[src/rtl/mdt_pkg.sv]
// Constants and types for the digital port and totalizer block.
// Assumes one 40 MHz clock and a synchronous active-low reset.
// ======================================================================
// How it works
// - Two 8-bit ports; channel 01 is low byte, 02 high byte.
// - Both ports in one scan are sampled together with one stamp.
// - Direct pattern read gives one port byte or both as a word.
// - Measure replaces list, sweeps once, answers to output buffer only.
// - Configure replaces list and leaves scanning idle until initiated.
// - One event counter per slot, addressed as channel 03.
// - Plain mode keeps count on scan; read-then-clear zeroes after capture.
// - Defaults give plain-read mode with clear on scan off.
// - Count rising edges by default, falling edges when negative chosen.
// - Clear request zeroes the counter at once, without a scan.
// - In read-then-clear mode a direct count read zeroes the counter.
// - Counter is 26 bits and wraps to zero past its maximum.
// - Writing a port as output is refused while it is scanned.
// - Word write goes to port 01 and drives both bytes together.
// - Output readback returns the last byte or word written.
// - Direction query gives 0 for input and 1 for output.
package mdt_pkg;

    // ==================================================================
    // Widths
    localparam int PORT_W = 8;
    localparam int WORD_W = 16;
    localparam int CNT_W = 26;
    localparam int STAMP_W = 16;
    localparam int PAD_W = CNT_W - WORD_W;

    // ==================================================================
    // Channel indices, scan list bit positions and the counter-only list
    localparam logic [1:0] CH_LO = 2'h1;
    localparam logic [1:0] CH_HI = 2'h2;
    localparam logic [1:0] CH_TOT = 2'h3;
    localparam int LIST_LO = 0;
    localparam int LIST_HI = 1;
    localparam int LIST_TOT = 2;
    localparam logic [2:0] LIST_ONLY_TOT = 3'h4;

    // ==================================================================
    // Values after reset, unit steps and counter maximum
    localparam logic [CNT_W-1:0] CNT_RST = 26'h0000000;
    localparam logic [CNT_W-1:0] CNT_ONE = 26'h0000001;
    localparam logic [CNT_W-1:0] CNT_MAX = 26'h3FFFFFF;
    localparam logic [PORT_W-1:0] OUT_RST = 8'h00;
    localparam logic [2:0] LIST_RST = 3'h0;
    localparam logic [1:0] DIR_RST = 2'h0;
    localparam logic MODE_RST = 1'b0;
    localparam logic SLOPE_RST = 1'b0;
    localparam logic [STAMP_W-1:0] STAMP_RST = 16'h0000;
    localparam logic [STAMP_W-1:0] STAMP_ONE = 16'h0001;

    // ==================================================================
    // Commands
    typedef enum logic [3:0] {
        OP_MEAS_DIO, OP_CONF_DIO, OP_MEAS_TOT, OP_CONF_TOT, OP_INIT,
        OP_READ_DIO, OP_READ_TOT, OP_WRITE_OUT, OP_READ_OUT, OP_DIR,
        OP_TOT_CLEAR, OP_SET_TYPE, OP_SET_SLOPE, OP_DEFAULTS
    } mdt_op_t;

endpackage : mdt_pkg

[src/rtl/mdt_totalizer.sv]
// Edge-counting totalizer with selectable edge and immediate clear.
// Assumes totIn is asynchronous; clearNow comes from the same clock.
`timescale 1ns/1ps
module mdt_totalizer import mdt_pkg::*; (
    // Clock and reset
    input wire logic clk,
    input wire logic rst_b,
    // Control
    input wire logic totIn,
    input wire logic negSlope,
    input wire logic clearNow,
    // Count
    output logic [CNT_W-1:0] count
);

    // ==================================================================
    // Synchroniser and edge detect
    logic syncA;
    logic syncB;
    logic prevB;
    wire logic rise = syncB && !prevB;
    wire logic fall = !syncB && prevB;
    wire logic step = negSlope ? fall : rise;

    // Two flops then a history flop
    always_ff @(posedge clk) begin
        if (!rst_b) begin
            syncA <= 1'b0;
            syncB <= 1'b0;
            prevB <= 1'b0;
        end else begin
            syncA <= totIn;
            syncB <= syncA;
            prevB <= syncB;
        end
    end

    // ==================================================================
    // Counter; an edge in the clear cycle is kept
    always_ff @(posedge clk) begin
        if (!rst_b) begin
            count <= CNT_RST;
        end else if (clearNow) begin
            count <= step ? CNT_ONE : CNT_RST;
        end else if (step) begin
            count <= count + CNT_ONE;
        end
    end

    // ==================================================================
    // Checks
    property p_wrap;
        @(posedge clk) disable iff (!rst_b)
        (count == CNT_MAX && step && !clearNow) |=> count == CNT_RST;
    endproperty
    a_wrap: assert property (p_wrap)
        else $error("counter did not wrap to zero");

    property p_one_per_edge;
        @(posedge clk) disable iff (!rst_b)
        (!clearNow && count != CNT_MAX) |=>
            count == $past(count) + ($past(step) ? CNT_ONE : CNT_RST);
    endproperty
    a_one_per_edge: assert property (p_one_per_edge)
        else $error("count moved by other than one edge");

    property p_edge_sel;
        @(posedge clk) disable iff (!rst_b)
        ($rose(syncB) && negSlope && !clearNow) |=> $stable(count);
    endproperty
    a_edge_sel: assert property (p_edge_sel)
        else $error("rising edge counted in negative mode");

endmodule : mdt_totalizer

[src/rtl/mdt_dio_totalizer.sv]
// Two 8-bit digital ports, scan sequencer and totalizer of one slot.
// Assumes commands come from logic on clk; port pins are asynchronous.
`timescale 1ns/1ps
module mdt_dio_totalizer import mdt_pkg::*; (
    // Clock and reset
    input wire logic clk,
    input wire logic rst_b,
    // Command port
    input wire logic cmdValid,
    input wire mdt_op_t cmdOp,
    input wire logic [1:0] cmdChan,
    input wire logic cmdWord,
    input wire logic cmdFlag,
    input wire logic [1:0] cmdPorts,
    input wire logic [WORD_W-1:0] cmdData,
    output logic cmdReady,
    // Answers
    output logic rspValid,
    output logic [CNT_W-1:0] rspData,
    output logic [1:0] rspChan,
    output logic [STAMP_W-1:0] rspStamp,
    output logic rspToMem,
    output logic cmdErr,
    // Status
    output logic [2:0] scanList,
    output logic [1:0] portDir,
    output logic readThenClearMode,
    output logic negSlope,
    // Port pins
    input wire logic [PORT_W-1:0] portIn0,
    input wire logic [PORT_W-1:0] portIn1,
    output logic [PORT_W-1:0] portOut0,
    output logic [PORT_W-1:0] portOut1,
    output logic [PORT_W-1:0] portOe0,
    output logic [PORT_W-1:0] portOe1,
    // Totalizer pin
    input wire logic totIn
);

    typedef enum logic [1:0] {ST_IDLE, ST_LO, ST_HI, ST_TOT} mdt_state_t;

    mdt_state_t state;
    logic [WORD_W-1:0] pinA;
    logic [WORD_W-1:0] pinB;
    logic [PORT_W-1:0] snapLo;
    logic [PORT_W-1:0] snapHi;
    logic [CNT_W-1:0] snapCnt;
    logic [STAMP_W-1:0] stamp;
    logic [STAMP_W-1:0] stampHold;
    logic [2:0] sweepList;
    logic sweepToMem;
    logic [CNT_W-1:0] count;
    logic next_rspValid;
    logic [CNT_W-1:0] next_rspData;
    logic [1:0] next_rspChan;
    logic next_rspToMem;

    // ==================================================================
    // Command decode
    wire logic take = cmdValid && cmdReady;
    wire logic isLo = cmdChan == CH_LO;
    wire logic isHi = cmdChan == CH_HI;
    wire logic isTot = cmdChan == CH_TOT;
    wire logic [1:0] tgt = cmdWord ? 2'h3 : {isHi, isLo};
    wire logic opDio = cmdOp == OP_READ_DIO || cmdOp == OP_WRITE_OUT
        || cmdOp == OP_READ_OUT || cmdOp == OP_DIR;
    wire logic opTot = cmdOp == OP_READ_TOT || cmdOp == OP_TOT_CLEAR
        || cmdOp == OP_SET_TYPE || cmdOp == OP_SET_SLOPE;
    wire logic opListDio = cmdOp == OP_MEAS_DIO || cmdOp == OP_CONF_DIO;
    wire logic opListTot = cmdOp == OP_MEAS_TOT || cmdOp == OP_CONF_TOT;
    wire logic opSweep = cmdOp == OP_MEAS_DIO || cmdOp == OP_MEAS_TOT
        || cmdOp == OP_INIT;
    // Word access only through the low port
    wire logic chanBad = opDio ? (!(isLo || isHi) || (cmdWord && !isLo))
        : (opTot && !isTot);
    // Output refused on a scanned port; word read needs no scanned port
    wire logic scanBad =
        (cmdOp == OP_WRITE_OUT && (tgt & scanList[1:0]) != 2'h0)
        || (cmdOp == OP_READ_DIO && cmdWord
            && scanList[1:0] != 2'h0);
    wire logic cmdBad = chanBad || scanBad;
    wire logic ok = take && !cmdBad;
    wire logic startSweep = ok && opSweep;

    // ==================================================================
    // Next scan list and next counter mode
    wire logic [2:0] nextList = (ok && opListDio) ? {1'b0, cmdPorts}
        : (ok && opListTot) ? LIST_ONLY_TOT : scanList;
    wire logic setMode = ok && (opListTot || cmdOp == OP_SET_TYPE);
    wire logic nextRrc = setMode ? cmdFlag
        : (ok && cmdOp == OP_DEFAULTS) ? MODE_RST
        : readThenClearMode;
    // Clear at once, after a capture, or after a direct read
    wire logic clearNow = (ok && cmdOp == OP_TOT_CLEAR)
        || (ok && cmdOp == OP_READ_TOT && readThenClearMode)
        || (startSweep && nextList[LIST_TOT] && nextRrc);

    // Ports drive while set as outputs
    assign cmdReady = state == ST_IDLE;
    assign portOe0 = {PORT_W{portDir[0]}};
    assign portOe1 = {PORT_W{portDir[1]}};

    // ==================================================================
    // Totalizer
    mdt_totalizer u_tot (
        .clk(clk),
        .rst_b(rst_b),
        .totIn(totIn),
        .negSlope(negSlope),
        .clearNow(clearNow),
        .count(count)
    );

    // Pin synchroniser and free-running time stamp
    always_ff @(posedge clk) begin
        if (!rst_b) begin
            pinA <= 16'h0000;
            pinB <= 16'h0000;
            stamp <= STAMP_RST;
        end else begin
            pinA <= {portIn1, portIn0};
            pinB <= pinA;
            stamp <= stamp + STAMP_ONE;
        end
    end

    // ==================================================================
    // Configuration and output latches
    always_ff @(posedge clk) begin
        if (!rst_b) begin
            scanList <= LIST_RST;
            portDir <= DIR_RST;
            readThenClearMode <= MODE_RST;
            negSlope <= SLOPE_RST;
            portOut0 <= OUT_RST;
            portOut1 <= OUT_RST;
        end else begin
            scanList <= nextList;
            readThenClearMode <= nextRrc;
            if (ok && cmdOp == OP_SET_SLOPE) begin
                negSlope <= cmdFlag;
            end else if (ok && cmdOp == OP_DEFAULTS) begin
                negSlope <= SLOPE_RST;
            end
            if (ok && cmdOp == OP_WRITE_OUT) begin
                portDir <= portDir | tgt;
            end else if (ok && opListDio) begin
                portDir <= portDir & ~cmdPorts;
            end
            if (ok && cmdOp == OP_WRITE_OUT && tgt[0]) begin
                portOut0 <= cmdData[7:0];
            end
            if (ok && cmdOp == OP_WRITE_OUT && tgt[1]) begin
                portOut1 <= cmdWord ? cmdData[15:8] : cmdData[7:0];
            end
        end
    end

    // ==================================================================
    // Sweep sequencer: one capture, then one answer slot per channel
    always_ff @(posedge clk) begin
        if (!rst_b) begin
            state <= ST_IDLE;
            sweepList <= LIST_RST;
            sweepToMem <= 1'b0;
            snapLo <= OUT_RST;
            snapHi <= OUT_RST;
            snapCnt <= CNT_RST;
            stampHold <= STAMP_RST;
        end else begin
            unique case (state)
                ST_IDLE: begin
                    if (startSweep) begin
                        state <= ST_LO;
                        sweepList <= nextList;
                        sweepToMem <= cmdOp == OP_INIT;
                        snapLo <= pinB[7:0];
                        snapHi <= pinB[15:8];
                        snapCnt <= count;
                        stampHold <= stamp;
                    end
                end
                ST_LO: begin
                    state <= ST_HI;
                end
                ST_HI: begin
                    state <= ST_TOT;
                end
                ST_TOT: begin
                    state <= ST_IDLE;
                end
            endcase
        end
    end

    // ==================================================================
    // Answer selection
    always_comb begin
        next_rspValid = 1'b0;
        next_rspData = CNT_RST;
        next_rspChan = cmdChan;
        next_rspToMem = 1'b0;
        unique case (state)
            ST_IDLE: begin
                if (ok && cmdOp == OP_READ_DIO) begin
                    next_rspValid = 1'b1;
                    next_rspData = cmdWord ? {{PAD_W{1'b0}}, pinB}
                        : {{PAD_W{1'b0}}, 8'h00,
                           isLo ? pinB[7:0] : pinB[15:8]};
                end
                if (ok && cmdOp == OP_READ_TOT) begin
                    next_rspValid = 1'b1;
                    next_rspData = count;
                end
                if (ok && cmdOp == OP_READ_OUT) begin
                    next_rspValid = 1'b1;
                    next_rspData = cmdWord
                        ? {{PAD_W{1'b0}}, portOut1, portOut0}
                        : {{PAD_W{1'b0}}, 8'h00,
                           isLo ? portOut0 : portOut1};
                end
                if (ok && cmdOp == OP_DIR) begin
                    next_rspValid = 1'b1;
                    next_rspData = {{(CNT_W-1){1'b0}},
                        isLo ? portDir[0] : portDir[1]};
                end
            end
            ST_LO: begin
                next_rspValid = sweepList[LIST_LO];
                next_rspData = {{PAD_W{1'b0}}, 8'h00, snapLo};
                next_rspChan = CH_LO;
                next_rspToMem = sweepToMem;
            end
            ST_HI: begin
                next_rspValid = sweepList[LIST_HI];
                next_rspData = {{PAD_W{1'b0}}, 8'h00, snapHi};
                next_rspChan = CH_HI;
                next_rspToMem = sweepToMem;
            end
            ST_TOT: begin
                next_rspValid = sweepList[LIST_TOT];
                next_rspData = snapCnt;
                next_rspChan = CH_TOT;
                next_rspToMem = sweepToMem;
            end
        endcase
    end

    // Answer registers
    always_ff @(posedge clk) begin
        if (!rst_b) begin
            rspValid <= 1'b0;
            rspData <= CNT_RST;
            rspChan <= 2'h0;
            rspStamp <= STAMP_RST;
            rspToMem <= 1'b0;
            cmdErr <= 1'b0;
        end else begin
            rspValid <= next_rspValid;
            rspData <= next_rspData;
            rspChan <= next_rspChan;
            rspStamp <= (state == ST_IDLE) ? stamp : stampHold;
            rspToMem <= next_rspToMem;
            cmdErr <= take && cmdBad;
        end
    end

    // ==================================================================
    // Checks
    property p_word_write;
        @(posedge clk) disable iff (!rst_b)
        (ok && cmdOp == OP_WRITE_OUT && cmdWord) |=>
            portOut0 == $past(cmdData[7:0])
            && portOut1 == $past(cmdData[15:8]) && portOe0 == 8'hFF
            && portOe1 == 8'hFF;
    endproperty
    a_word_write: assert property (p_word_write)
        else $error("word write did not drive both ports");

    property p_refuse_out;
        @(posedge clk) disable iff (!rst_b)
        (take && cmdOp == OP_WRITE_OUT && (tgt & scanList[1:0]) != 2'h0)
            |=> cmdErr && portDir == $past(portDir);
    endproperty
    a_refuse_out: assert property (p_refuse_out)
        else $error("output accepted on a scanned port");

    property p_clear_now;
        @(posedge clk) disable iff (!rst_b)
        (ok && cmdOp == OP_TOT_CLEAR) |=> count <= CNT_ONE;
    endproperty
    a_clear_now: assert property (p_clear_now)
        else $error("counter not cleared at once");

    property p_defaults;
        @(posedge clk) disable iff (!rst_b)
        (ok && cmdOp == OP_DEFAULTS) |=> !readThenClearMode && !negSlope;
    endproperty
    a_defaults: assert property (p_defaults)
        else $error("defaults left a mode set");

    property p_measure_once;
        @(posedge clk) disable iff (!rst_b)
        (ok && cmdOp == OP_MEAS_DIO) |=> state == ST_LO ##1 state == ST_HI
            ##1 state == ST_TOT ##1 state == ST_IDLE ##0 !rspToMem;
    endproperty
    a_measure_once: assert property (p_measure_once)
        else $error("measure did not sweep exactly once");

    property p_conf_idle;
        @(posedge clk) disable iff (!rst_b)
        (ok && cmdOp == OP_CONF_DIO) |=> state == ST_IDLE && !rspValid
            && scanList == {1'b0, $past(cmdPorts)};
    endproperty
    a_conf_idle: assert property (p_conf_idle)
        else $error("configure started a scan");

    property p_same_stamp;
        @(posedge clk) disable iff (!rst_b)
        (rspValid && rspChan == CH_LO && state == ST_HI
            && sweepList[LIST_HI]) |=>
            rspValid && rspStamp == $past(rspStamp);
    endproperty
    a_same_stamp: assert property (p_same_stamp)
        else $error("port answers of one sweep differ in stamp");

    property p_read_clear;
        @(posedge clk) disable iff (!rst_b)
        (ok && cmdOp == OP_READ_TOT && readThenClearMode) |=>
            rspData == $past(count) && count <= CNT_ONE;
    endproperty
    a_read_clear: assert property (p_read_clear)
        else $error("read-then-clear left the count");

    c_meas_both: cover property (@(posedge clk) disable iff (!rst_b)
        ok && cmdOp == OP_MEAS_DIO && cmdPorts == 2'h3);
    c_init_tot: cover property (@(posedge clk) disable iff (!rst_b)
        rspValid && rspChan == CH_TOT && rspToMem);
    c_refused: cover property (@(posedge clk) disable iff (!rst_b)
        cmdErr);

endmodule : mdt_dio_totalizer

[config.mk]
export PLATFORM = sky130hd
export DESIGN_NAME = mdt_dio_totalizer
export DESIGN_NICKNAME = d
export VERILOG_FILES = /design/src/rtl/mdt_pkg.sv /design/src/rtl/mdt_totalizer.sv /design/src/rtl/mdt_dio_totalizer.sv
export SDC_FILE = /design/constraint.sdc
export NUM_CORES = 1
export LEC_CHECK = 0
export ABC_AREA = 1
export BUFFER_PORTS_ARGS = -buffer_cell sky130_fd_sc_hd__buf_2
export CORE_AREA = 2 2 128 130
export CTS_BUF_LIST = sky130_fd_sc_hd__clkbuf_4 sky130_fd_sc_hd__clkbuf_8 sky130_fd_sc_hd__clkbuf_16
export CTS_CLUSTER_DIAMETER = 150
export DETAILED_ROUTE_END_ITERATION = 6
export DIE_AREA = 0 0 130 132
export PLACE_DENSITY_LB_ADDON = 0.25
export SLEW_MARGIN = 40
export SYNTH_ARGS = -nofsm -noshare
export SYNTH_HDL_FRONTEND = slang
export SYNTH_SLANG_ARGS = --single-unit
[constraint.sdc]
create_clock -name clk -period 2.92 [get_ports clk]
set_input_delay 0.584 -clock clk [delete_from_list [all_inputs] [get_ports clk]]
set_output_delay 0.584 -clock clk [all_outputs]
set_load 0.05 [all_outputs]
== After elaboration in Yosys (flattened, before gate mapping) ==
Index checks and enable logic that the tools add are counted.

* Word-level logic and storage cells: 146
* Flip-flop bits (word level): 211
* Input port bits: 46
* Output and inout port bits: 87

* Bitwise gates (word level): 4
* Equal/unequal tests: 20
* Reduce and logical (&&, ||, !) cells: 60
* Add/sub/neg operators: 2
* Mux-type cells: 34

{| class="wikitable"
|+ Operators by type and width
! operator !! count
|-
| 26-bit 2-to-1 mux || 5
|-
| 26-bit one-hot mux with 4 select lines || 1
|-
| 16-bit 2-to-1 mux || 4
|-
| 1-bit logical AND || 27
|-
| 26-bit by 1-bit adder with 26-bit output (second input constant) || 1
|-
| 4-bit == test (second input constant) || 6
|-
| 8-bit 2-to-1 mux || 3
|-
| 1-bit logical OR || 17
|-
| 16-bit by 1-bit adder with 16-bit output (second input constant) || 1
|-
| 4-bit by 3-bit == test with 1-bit output (second input constant) || 4
|-
| 1-bit 2-to-1 mux || 12
|-
| 2-bit nonzero test || 5
|-
| 2-bit == test (second input constant) || 4
|-
| 4-bit by 2-bit == test with 1-bit output (second input constant) || 2
|-
| 2-bit 2-to-1 mux || 4
|-
| 2-bit one-hot mux with 4 select lines || 1
|-
| 1-bit logical NOT || 6
|-
| 3-bit 2-to-1 mux || 2
|-
| 2-bit one-hot mux with 3 select lines || 1
|-
| 2-bit bitwise AND || 2
|-
| 2-bit by 1-bit == test with 1-bit output (second input constant) || 2
|-
| 4-bit by 1-bit == test with 1-bit output (second input constant) || 1
|-
| 4-bit logical NOT || 1
|-
| 1-bit one-hot mux with 4 select lines || 1
|-
| 6 further kinds || 7
|}

== Longest topological paths before layout ==
Gate-level depths: netlist of the first run.

* Depth after elaboration: 16
* Mapped depth: 18
* Mapped depth without buffers: 18

== By module ==
A second synthesis of the first run with hierarchy kept.

* Cells, all modules: 1321
* Area total of the unflattened synthesis: 9263.9 µm²

{| class="wikitable"
|+ Modules (own cells, without submodules)
! module !! cells an instance !! area each (µm²) !! times used !! seq. area each (µm²)
|-
| mdt_dio_totalizer || 1067 || 7619.8 || 1 || 3643.5
|-
| mdt_totalizer || 254 || 1644.1 || 1 || 580.6
|}

== Worst setup path before layout of the first run ==
OpenSTA, ideal clock, no wires.

* Path kind: input port to flip-flop
* Start point: input cmdChan[0]
* End point: register u_tot.count[23]
* Path slack: 679 ps
* Arrival: 2125 ps
* Required time: 2804 ps
* Buffers on the path: 1
* Library setup time: 116 ps
* Stages on the path: 14
* Path through: inv_1 ha_1 o21bai_1 nand2_1 nand3_2 nor2_8 nand2_8 inv_6 nand2_4 nor2_2 nand2_2 nand3_4 buf_4 nor2_1

* Longest elaborated chain between the ends: 16
* Elaborated cells between the ends (all ways): 37
* Those cells by class: eq/ne: 3; mux: 7; bitwise: 1; reduce/logical: 26

{| class="wikitable"
|+ RTL lines
! element !! line !! RTL
|-
| from (decl) || mdt_dio_totalizer.sv:11 || <nowiki>input wire logic [1:0] cmdChan,</nowiki>
|-
| 2-bit by 1-bit == test with 1-bit output / 2-bit == test (equally long branches) || mdt_dio_totalizer.sv:61, mdt_dio_totalizer.sv:62 ||
|-
| 2-bit 2-to-1 mux || mdt_dio_totalizer.sv:64 || <nowiki>wire logic [1:0] tgt = cmdWord ? 2'h3 : {isHi, isLo};</nowiki>
|-
| 2-bit bitwise AND || mdt_dio_totalizer.sv:78 || <nowiki>(cmdOp == OP_WRITE_OUT && (tgt & scanList[1:0]) != 2'h0)</nowiki>
|-
| 2-bit nonzero test || mdt_dio_totalizer.sv:78 ||
|-
| 1-bit logical AND || mdt_dio_totalizer.sv:78 ||
|-
| 1-bit logical OR || mdt_dio_totalizer.sv:79 || <nowiki>|| (cmdOp == OP_READ_DIO && cmdWord</nowiki>
|-
| 1-bit logical OR (*) || mdt_dio_totalizer.sv:81 || <nowiki>wire logic cmdBad = chanBad || scanBad;</nowiki>
|-
| 1-bit logical NOT (*) || mdt_dio_totalizer.sv:82 || <nowiki>wire logic ok = take && !cmdBad;</nowiki>
|-
| 1-bit logical AND (*) || mdt_dio_totalizer.sv:82 ||
|-
| 1-bit logical AND || mdt_dio_totalizer.sv:88 || <nowiki>: (ok && opListTot) ? LIST_ONLY_TOT : scanList;</nowiki>
|-
| 3-bit 2-to-1 mux || mdt_dio_totalizer.sv:88 ||
|-
| 3-bit 2-to-1 mux || mdt_dio_totalizer.sv:87 || <nowiki>wire logic [2:0] nextList = (ok && opListDio) ? {1'b0, cmdPorts}</nowiki>
|-
| 1-bit logical AND (2 in a row) || mdt_dio_totalizer.sv:96 || <nowiki>|| (startSweep && nextList[LIST_TOT] && nextRrc);</nowiki>
|-
| 1-bit logical OR (*) || mdt_dio_totalizer.sv:96 ||
|-
| 26-bit 2-to-1 mux / 2-bit nonzero test (equally long branches) || - ||
|-
| to (signal assigned) || mdt_totalizer.sv:44 || <nowiki>count <= step ? CNT_ONE : CNT_RST;</nowiki>
|-
| to (signal assigned) || mdt_totalizer.sv:46 || <nowiki>count <= count + CNT_ONE;</nowiki>
|-
| to (decl) || mdt_totalizer.sv:13 || <nowiki>output logic [CNT_W-1:0] count</nowiki>
|}

Mark *: on every way between the ends. The rest lies on a longest branch, timed or not.
A chain may end at the register's enable or synchronous reset.

== Worst setup path after layout of the first run ==
* Start point: register state[0]
* End point: output cmdReady

* Longest elaborated chain between the ends: 1

{| class="wikitable"
|+ RTL lines
! element !! line !! RTL
|-
| from (decl) || mdt_dio_totalizer.sv:42 || <nowiki>mdt_state_t state;</nowiki>
|-
| from (signal assigned) || mdt_dio_totalizer.sv:163 || <nowiki>state <= ST_IDLE;</nowiki>
|-
| from (signal assigned) || mdt_dio_totalizer.sv:174 || <nowiki>state <= ST_LO;</nowiki>
|-
| from (signal assigned) || mdt_dio_totalizer.sv:184 || <nowiki>state <= ST_HI;</nowiki>
|-
| 2-bit logical NOT || mdt_dio_totalizer.sv:99 || <nowiki>assign cmdReady = state == ST_IDLE;</nowiki>
|-
| to (decl) || mdt_dio_totalizer.sv:16 || <nowiki>output logic cmdReady,</nowiki>
|}

No other way between the ends.

==> results of run 1 <==
-- worst min path at each step --
| stage | slack [ns] | to |
|---|---|---|
| after floorplan | 0.39 | pinB[0]$_SDFF_PN0_ |
| after global placement | 0.39 | pinB[9]$_SDFF_PN0_ |
| after CTS | 0.25 | pinA[0]$_SDFF_PN0_ |
| final | 0.26 | pinA[0]$_SDFF_PN0_ |
| after detailed placement | 0.40 | pinB[0]$_SDFF_PN0_ |
| after global routing | 0.27 | pinA[12]$_SDFF_PN0_ |
-- logic make-up (layout without fill, tap and decap cells) --
group,count (synthesis),in the layout,share of synthesized area
xor+xnor,7,7,0.00697
fa+ha+maj,9,9,0.0128
flops,211,211,0.480
compound gates,241,241,0.147
simple gates,515,515,0.252
buf+inv,203,318,0.101
-- power by group --
| group | internal (mW) | switching [mW] |
|---|---|---|
| Sequential | 3.01 | 0.0578 |
| Clock | 1.78 | 1.12 |
| Combinational | 0.252 | 0.848 |
| Total | 5.05 | 2.03 |
-- flip-flops by register name (all words and copies together) (netlist names), 16 cells and up --
signal / count
stamp: 16
snapCnt: 26
stampHold: 16
u_tot.count: 26
rspData: 26
rspStamp: 16
pinB: 16
pinA: 16
-- metrics by stage --
step / total power [mW] / hold WS (ns) / instance area (µm²)
finish: 7.07 / 0.263 / 10300
global route: 7.34 / 0.266 / 10300
CTS: 7.11 / 0.253 / 10300
detailed placement: 4.23 / 0.396 / 9500
global placement: 4.22 / 0.394 / 9500
floorplan: 3.95 / 0.390 / 8790
-- layout by cell type, fill, tap and decap left out, types with 2 or more instances in the layout --
| cell | n |
|---|---|
| a21oi_1 | 122 |
| nand3_4 | 2 |
| clkbuf_8 | 6 |
| nand2_1 | 340 |
| nand3_1 | 41 |
| ha_1 | 9 |
| clkinv_2 | 4 |
| o21ai_0 | 68 |
| o211ai_1 | 17 |
| or2_2 | 7 |
| buf_4 | 14 |
| xor2_1 | 7 |
| clkinvlp_4 | 3 |
| nand4_1 | 10 |
| buf_2 | 132 |
| nand3_2 | 2 |
| inv_2 | 4 |
| nor2_2 | 4 |
| inv_1 | 123 |
| o22ai_1 | 7 |
| nor4_1 | 4 |
| a211oi_1 | 3 |
| o21ai_1 | 10 |
| nand2_2 | 3 |
| a31oi_1 | 11 |
| clkbuf_16 | 23 |
| clkbuf_4 | 2 |
| nor3_1 | 27 |
| bufinv_16 | 2 |
| buf_12 | 3 |
| dfxtp_1 | 211 |
| nor2_4 | 3 |
| nor2_1 | 66 |
-- Yosys cell counts, types with 7 or more instances --
| master | instances |
|---|---|
| or2_2 | 7 |
| clkbuf_1 | 36 |
| nor2_1 | 66 |
| o21ai_1 | 10 |
| xor2_1 | 7 |
| nand4_1 | 10 |
| a21oi_1 | 122 |
| dfxtp_1 | 211 |
| inv_1 | 123 |
| nand3_1 | 41 |
| a31oi_1 | 11 |
| buf_4 | 27 |
| o22ai_1 | 7 |
| nand2_1 | 340 |
| buf_2 | 8 |
| o211ai_1 | 17 |
| nor3_1 | 27 |
| ha_1 | 9 |
| o21ai_0 | 68 |
-- layer usage --
layer	vias to the layer above	wire length (µm)	part of all wire
li1	3986	-	-
met1	3592	9370	0.43
met2	268	10700	0.49
met3	44	1290	0.059
met4	0	648	0.029
met5	-	0	0
-- layout make-up --
class | count | share of cell area
Inverter | 130 | 0.0481
Clock inverter | 8 | 0.00951
Timing Repair Buffer | 149 | 0.0804
Multi-Input combinational cell | 772 | 0.359
Clock buffer | 31 | 0.0656
Tap cell | 216 | 0.0263
Sequential cell | 211 | 0.411
-- worst max-delay path, stage by stage (launching register included) --
cell     delay, ns
dfxtp_1       0.35
inv_1         0.11
ha_1          0.20
buf_4         0.38
buf_2         0.34
==> flow_summary.toml, run 1 <==
[timing]
clock_skew_ns = 0.0118
finalSetupTns_ns = 0
fmax_ghz = 0.405
drv_slew = 0
finalHoldViolations = 0
worst_slack_ns = 0.451
tightest_slew_ns = 0.668
slew_headroom = 0.554
fin_crit_ns = 2.47
rsz0062_at_grt = "false"
timing.final.crit_share = 0.846
setup_violations = 0

[placement]
place_inst = 1478
hpwl_um = 15100
portBuffers = 132
dp_slack_ns = 0.217
place.gp.congestion = 0.891

[yosys]
ys_types = 41
synth_ff_type = "dfxtp_1"
synth-edff-count = 0
synth_nets = 1241
async_reset_ff_frac = 0
ys_warn_count = 0
synth_top_area_cell = "dfxtp_1"
synth_area_leaders = "dfxtp_1 48%, nand2_1 15%, a21oi_1 6.9%, inv_1 5.3%, o21ai_0 3.9%"
postSynthAreaPerCell_um2 = 7.41
ys_ff_latch = 211
syn_area_mm2 = 0.00879
synthCells = 1186
synth.yosys.seq_area_share = 0.480
yosysTopAreaCellShare = 0.480

[final_layout]
multi_input_area_mm2 = 0.00368
final_cells = 1517
area_delta_synth_final_pct = 16.8
fill_cells = 1396
regArea_mm2 = 0.00422
insertedDiodeCount = 0
final_util = 0.653
drive_above_1_share = 0.169
num-nets-final = 1341

[die]
rows = 46
core_mm2 = 0.0157
die_h_um = 132
die_area_mm2 = 0.0172
io_pins = 133
fp.dieW_um = 130
start_util = 0.560

[cts]
clock_sinks = 211
post_cts_buffers = 0
cts_root_buffer = "clkbuf_16"
h-tree-depth = 1
cts-hold-fix-buffers = 0
insertion_delay_ns = 0.50
path_clk_slew_ns = 0.06
cts_tree = "done"
cts_buffers = 22
cts.path.max_buffers = 3
cts-resized-gates = 0

[job]
maxCapViolCount = 0

[drt]
routedWlPerCell_um = 14.5
route.vias.total = 7890
drt-initial-drc-count = 587
viasPerCell = 5.20
drt_pass1_iterations = 5
ant_nets = 0
route.detailed.drc = 0
wl_um = 22000

[global_routing]
grt_util_met1 = 0.334
grt_pass1_wl_um = 35600
grt_pass1_vias = 7220
met2_usage = 0.427
grt_usage = 0.254
use_met3 = 0.0349
busiest_layer = "met2"
antenna_found_initial = 0
grt_max_degree = 65
overflow = 0

[min_path]
hold_path_class = "in2reg"
min_from = "portIn0[0]"
whs_path_depth = 3

[worst_setup_path]
crit_type = "reg2out"
path_max_fanout = 42
crit_path_start_kind = "flop"
required_ns = 2.34
r2r_slack_ns = 0.52
reg2reg_to = "u_tot.count[22]$_SDFFE_PN0P_"
reg2reg_depth = 12
crit-reg2reg-launch = "u_tot.syncB$_SDFF_PN0_"
critPathCapture = "cmdReady"
worstPathArrival_ns = 1.89
worstSetupStartpoint = "state[0]$_SDFFE_PN0P_"
cp-end-kind = "primary output"

[power]
power.density_mw_per_mm2 = 689
cellLeakagePower_nw = 4.47
ir_worst_vdd_mv = 0.547

[status]
status = "finished clean"
Note: power is estimated with default switching activity, not from simulation.
==> run 2, diff against run 1 <==
Clock period 2.92 ns to 2.32 ns, I/O delays scaled along.
==> run 2 against run 1 <==
Effect of this change: register-to-register slack lost 0.28 ns; first-iteration DRC count is 3.1% lower; combinational power rose by 31%; count of clock-buffer cells in the layout is 2 higher; largest power group unchanged; via count grew 1.7%; worst setup slack got worse by 0.36 ns; sequential share of layout area decreased by 0.86 points; non-clock buffer count rose by 27; utilization is 1.4 points higher; wire length up 0.28%.
==> flow_summary.toml, run 2 (synthesized netlist as in run 1, its figures left out) <==
[final_layout]
mostFrequentLayoutCells = "340 x nand2_1, 211 x dfxtp_1, 131 x buf_2, 123 x inv_1, 122 x a21oi_1"
final_common_cell = "nand2_1"
drive_above_1_share = 0.186
area_delta_synth_final_pct = 19.3
regArea_mm2 = 0.00422
fill_cells = 1343
insertedDiodeCount = 0
reg.largest.list = "rspData x26, snapCnt x26, u_tot.count x26"
num-nets-final = 1368
multi_input_area_mm2 = 0.00369

[global_routing]
grt_pass1_vias = 7297
grt_usage = 0.256
antenna_found_initial = 0
grt_pass1_wl_um = 35900
grt_max_degree = 98
overflow = 0

[drt]
routedWlPerCell_um = 14.3
ant_nets = 0
drt-initial-drc-count = 569
route.detailed.drc = 0
route.vias.total = 8025
wl_um = 22100
viasPerCell = 5.20
drt_pass1_iterations = 6

[worst_setup_path]
crit_path_start_kind = "flop"
slowest_delay_ns = 0.34
crit_chain = "inv_1 -> ha_1 -> buf_6 -> clkbuf_4"
r2r_slack_ns = 0.24
cp-end-kind = "primary output"
worstSetupStartpoint = "state[0]$_SDFFE_PN0P_"
worst-path-stages = 4
path_max_fanout = 42
critical_path_buf_inv_count = 3
cp_slowest_cell = "dfxtp_1"
reg2reg_depth = 10
reg2reg_to = "u_tot.count[22]$_SDFFE_PN0P_"
worstPathArrival_ns = 1.77
critPathCapture = "cmdReady"
crit_family = "buffers and inverters"
crit-reg2reg-launch = "u_tot.count[0]$_SDFFE_PN0P_"
required_ns = 1.86
crit_type = "reg2out"

[power]
p_int_mw = 6.25
power.density_mw_per_mm2 = 834
cellLeakagePower_nw = 4.60
swShare = 0.285
finalPower_mw = 8.74
pwr-share-clk = 0.394
power_switching_mw = 2.49
pwr-share-comb = 0.165
seqPwrFrac = 0.442
ir_worst_vdd_mv = 0.615

[cts]
post_cts_buffers = 0
cts_tree = "done"
cts_buffers = 22
clock_sinks = 211
cts.path.max_buffers = 3
h-tree-depth = 1
cts_root_buffer = "clkbuf_16"
path_clk_slew_ns = 0.06
insertion_delay_ns = 0.50

[placement]
place.gp.congestion = 0.920
dp_slack_ns = -0.104
portBuffers = 132
hpwl_um = 15700

[timing]
worst_slack_ns = 0.0890
setup_violations = 0
slew_headroom = 0.675
rsz0062_at_grt = "false"
drv_slew = 0
clock_skew_ns = 0.0124
finalHoldViolations = 0
fin_crit_ns = 2.23
tightest_slew_ns = 0.487
timing.final.crit_share = 0.962
fmax_ghz = 0.448

[die]
die_h_um = 132
start_util = 0.560
rows = 46
die_area_mm2 = 0.0172
fp.dieW_um = 130
io_pins = 133
core_mm2 = 0.0157

[status]
status = "finished clean"

[job]
maxCapViolCount = 0

[min_path]
min_from = "portIn0[4]"
hold_path_class = "in2reg"
==> run 2: what timing repair did <==
item,in CTS,in global routing
hold endpoints to repair,0,0
resized for setup,1,2
setup endpoints to repair,1,2
hold buffers,0,0
==> run 2: worst min-delay path: cells and delay by family <==
kind / cells / cell delay, ns
simple gates: 1 / 0.04
buf+inv: 2 / 0.11
==> run 2: per-stage QoR <==
stage / TNS, ns / util / hold slack (ns) / cell area [µm²] / cells
after floorplan: 0 / - / 0.390 / 8790 / 1186
after global placement: -0.329 / 0.621 / 0.393 / 9760 / 1505
after detailed placement: -1.91 / 0.621 / 0.398 / 9760 / 1505
after CTS: 0 / 0.667 / 0.133 / 10500 / 1542
after global routing: 0 / 0.667 / 0.140 / 10500 / 1542
final: 0 / 0.667 / 0.148 / 10500 / 1542
==> run 2: how the worst min path moves through the flow <==
stage / endpoint / slack, ns / depth (start not counted)
CTS: pinA[4]$_SDFF_PN0_ / 0.13 / 3
finish: pinA[4]$_SDFF_PN0_ / 0.15 / 3
global placement: pinB[6]$_SDFF_PN0_ / 0.39 / 2
floorplan: pinB[0]$_SDFF_PN0_ / 0.39 / 2
detailed placement: pinB[14]$_SDFF_PN0_ / 0.40 / 2
global route: pinA[13]$_SDFF_PN0_ / 0.14 / 3
==> run 2: cell type report <==
| class | count | share of cell area |
|---|---|---|
| clock inverters | 4 | 0.00429 |
| multi-input cells | 772 | 0.352 |
| flip-flops and latches | 211 | 0.403 |
| inverters | 130 | 0.0471 |
| well taps | 216 | 0.0258 |
| clock buffers | 33 | 0.0638 |
| repair buffers | 176 | 0.105 |
==> run 2: power groups by stage <==
stage / clock network, mW / registers [mW] / logic [mW]
floorplan: 0 / 4.31 / 0.661
global placement: 0 / 3.94 / 1.40
detailed placement: 0 / 3.94 / 1.42
CTS: 3.50 / 3.86 / 1.43
global route: 3.66 / 3.88 / 1.55
finish: 3.44 / 3.86 / 1.44
==> run 2: layer usage <==
layer	global-route usage	wire length, µm	vias up	part of all wire
met4	0.0884	757	0	0.034
li1	-	-	4049	-
met1	0.331	9320	3650	0.42
met3	0.0442	1370	55	0.062
met5	0	0	-	0
met2	0.429	10600	271	0.48
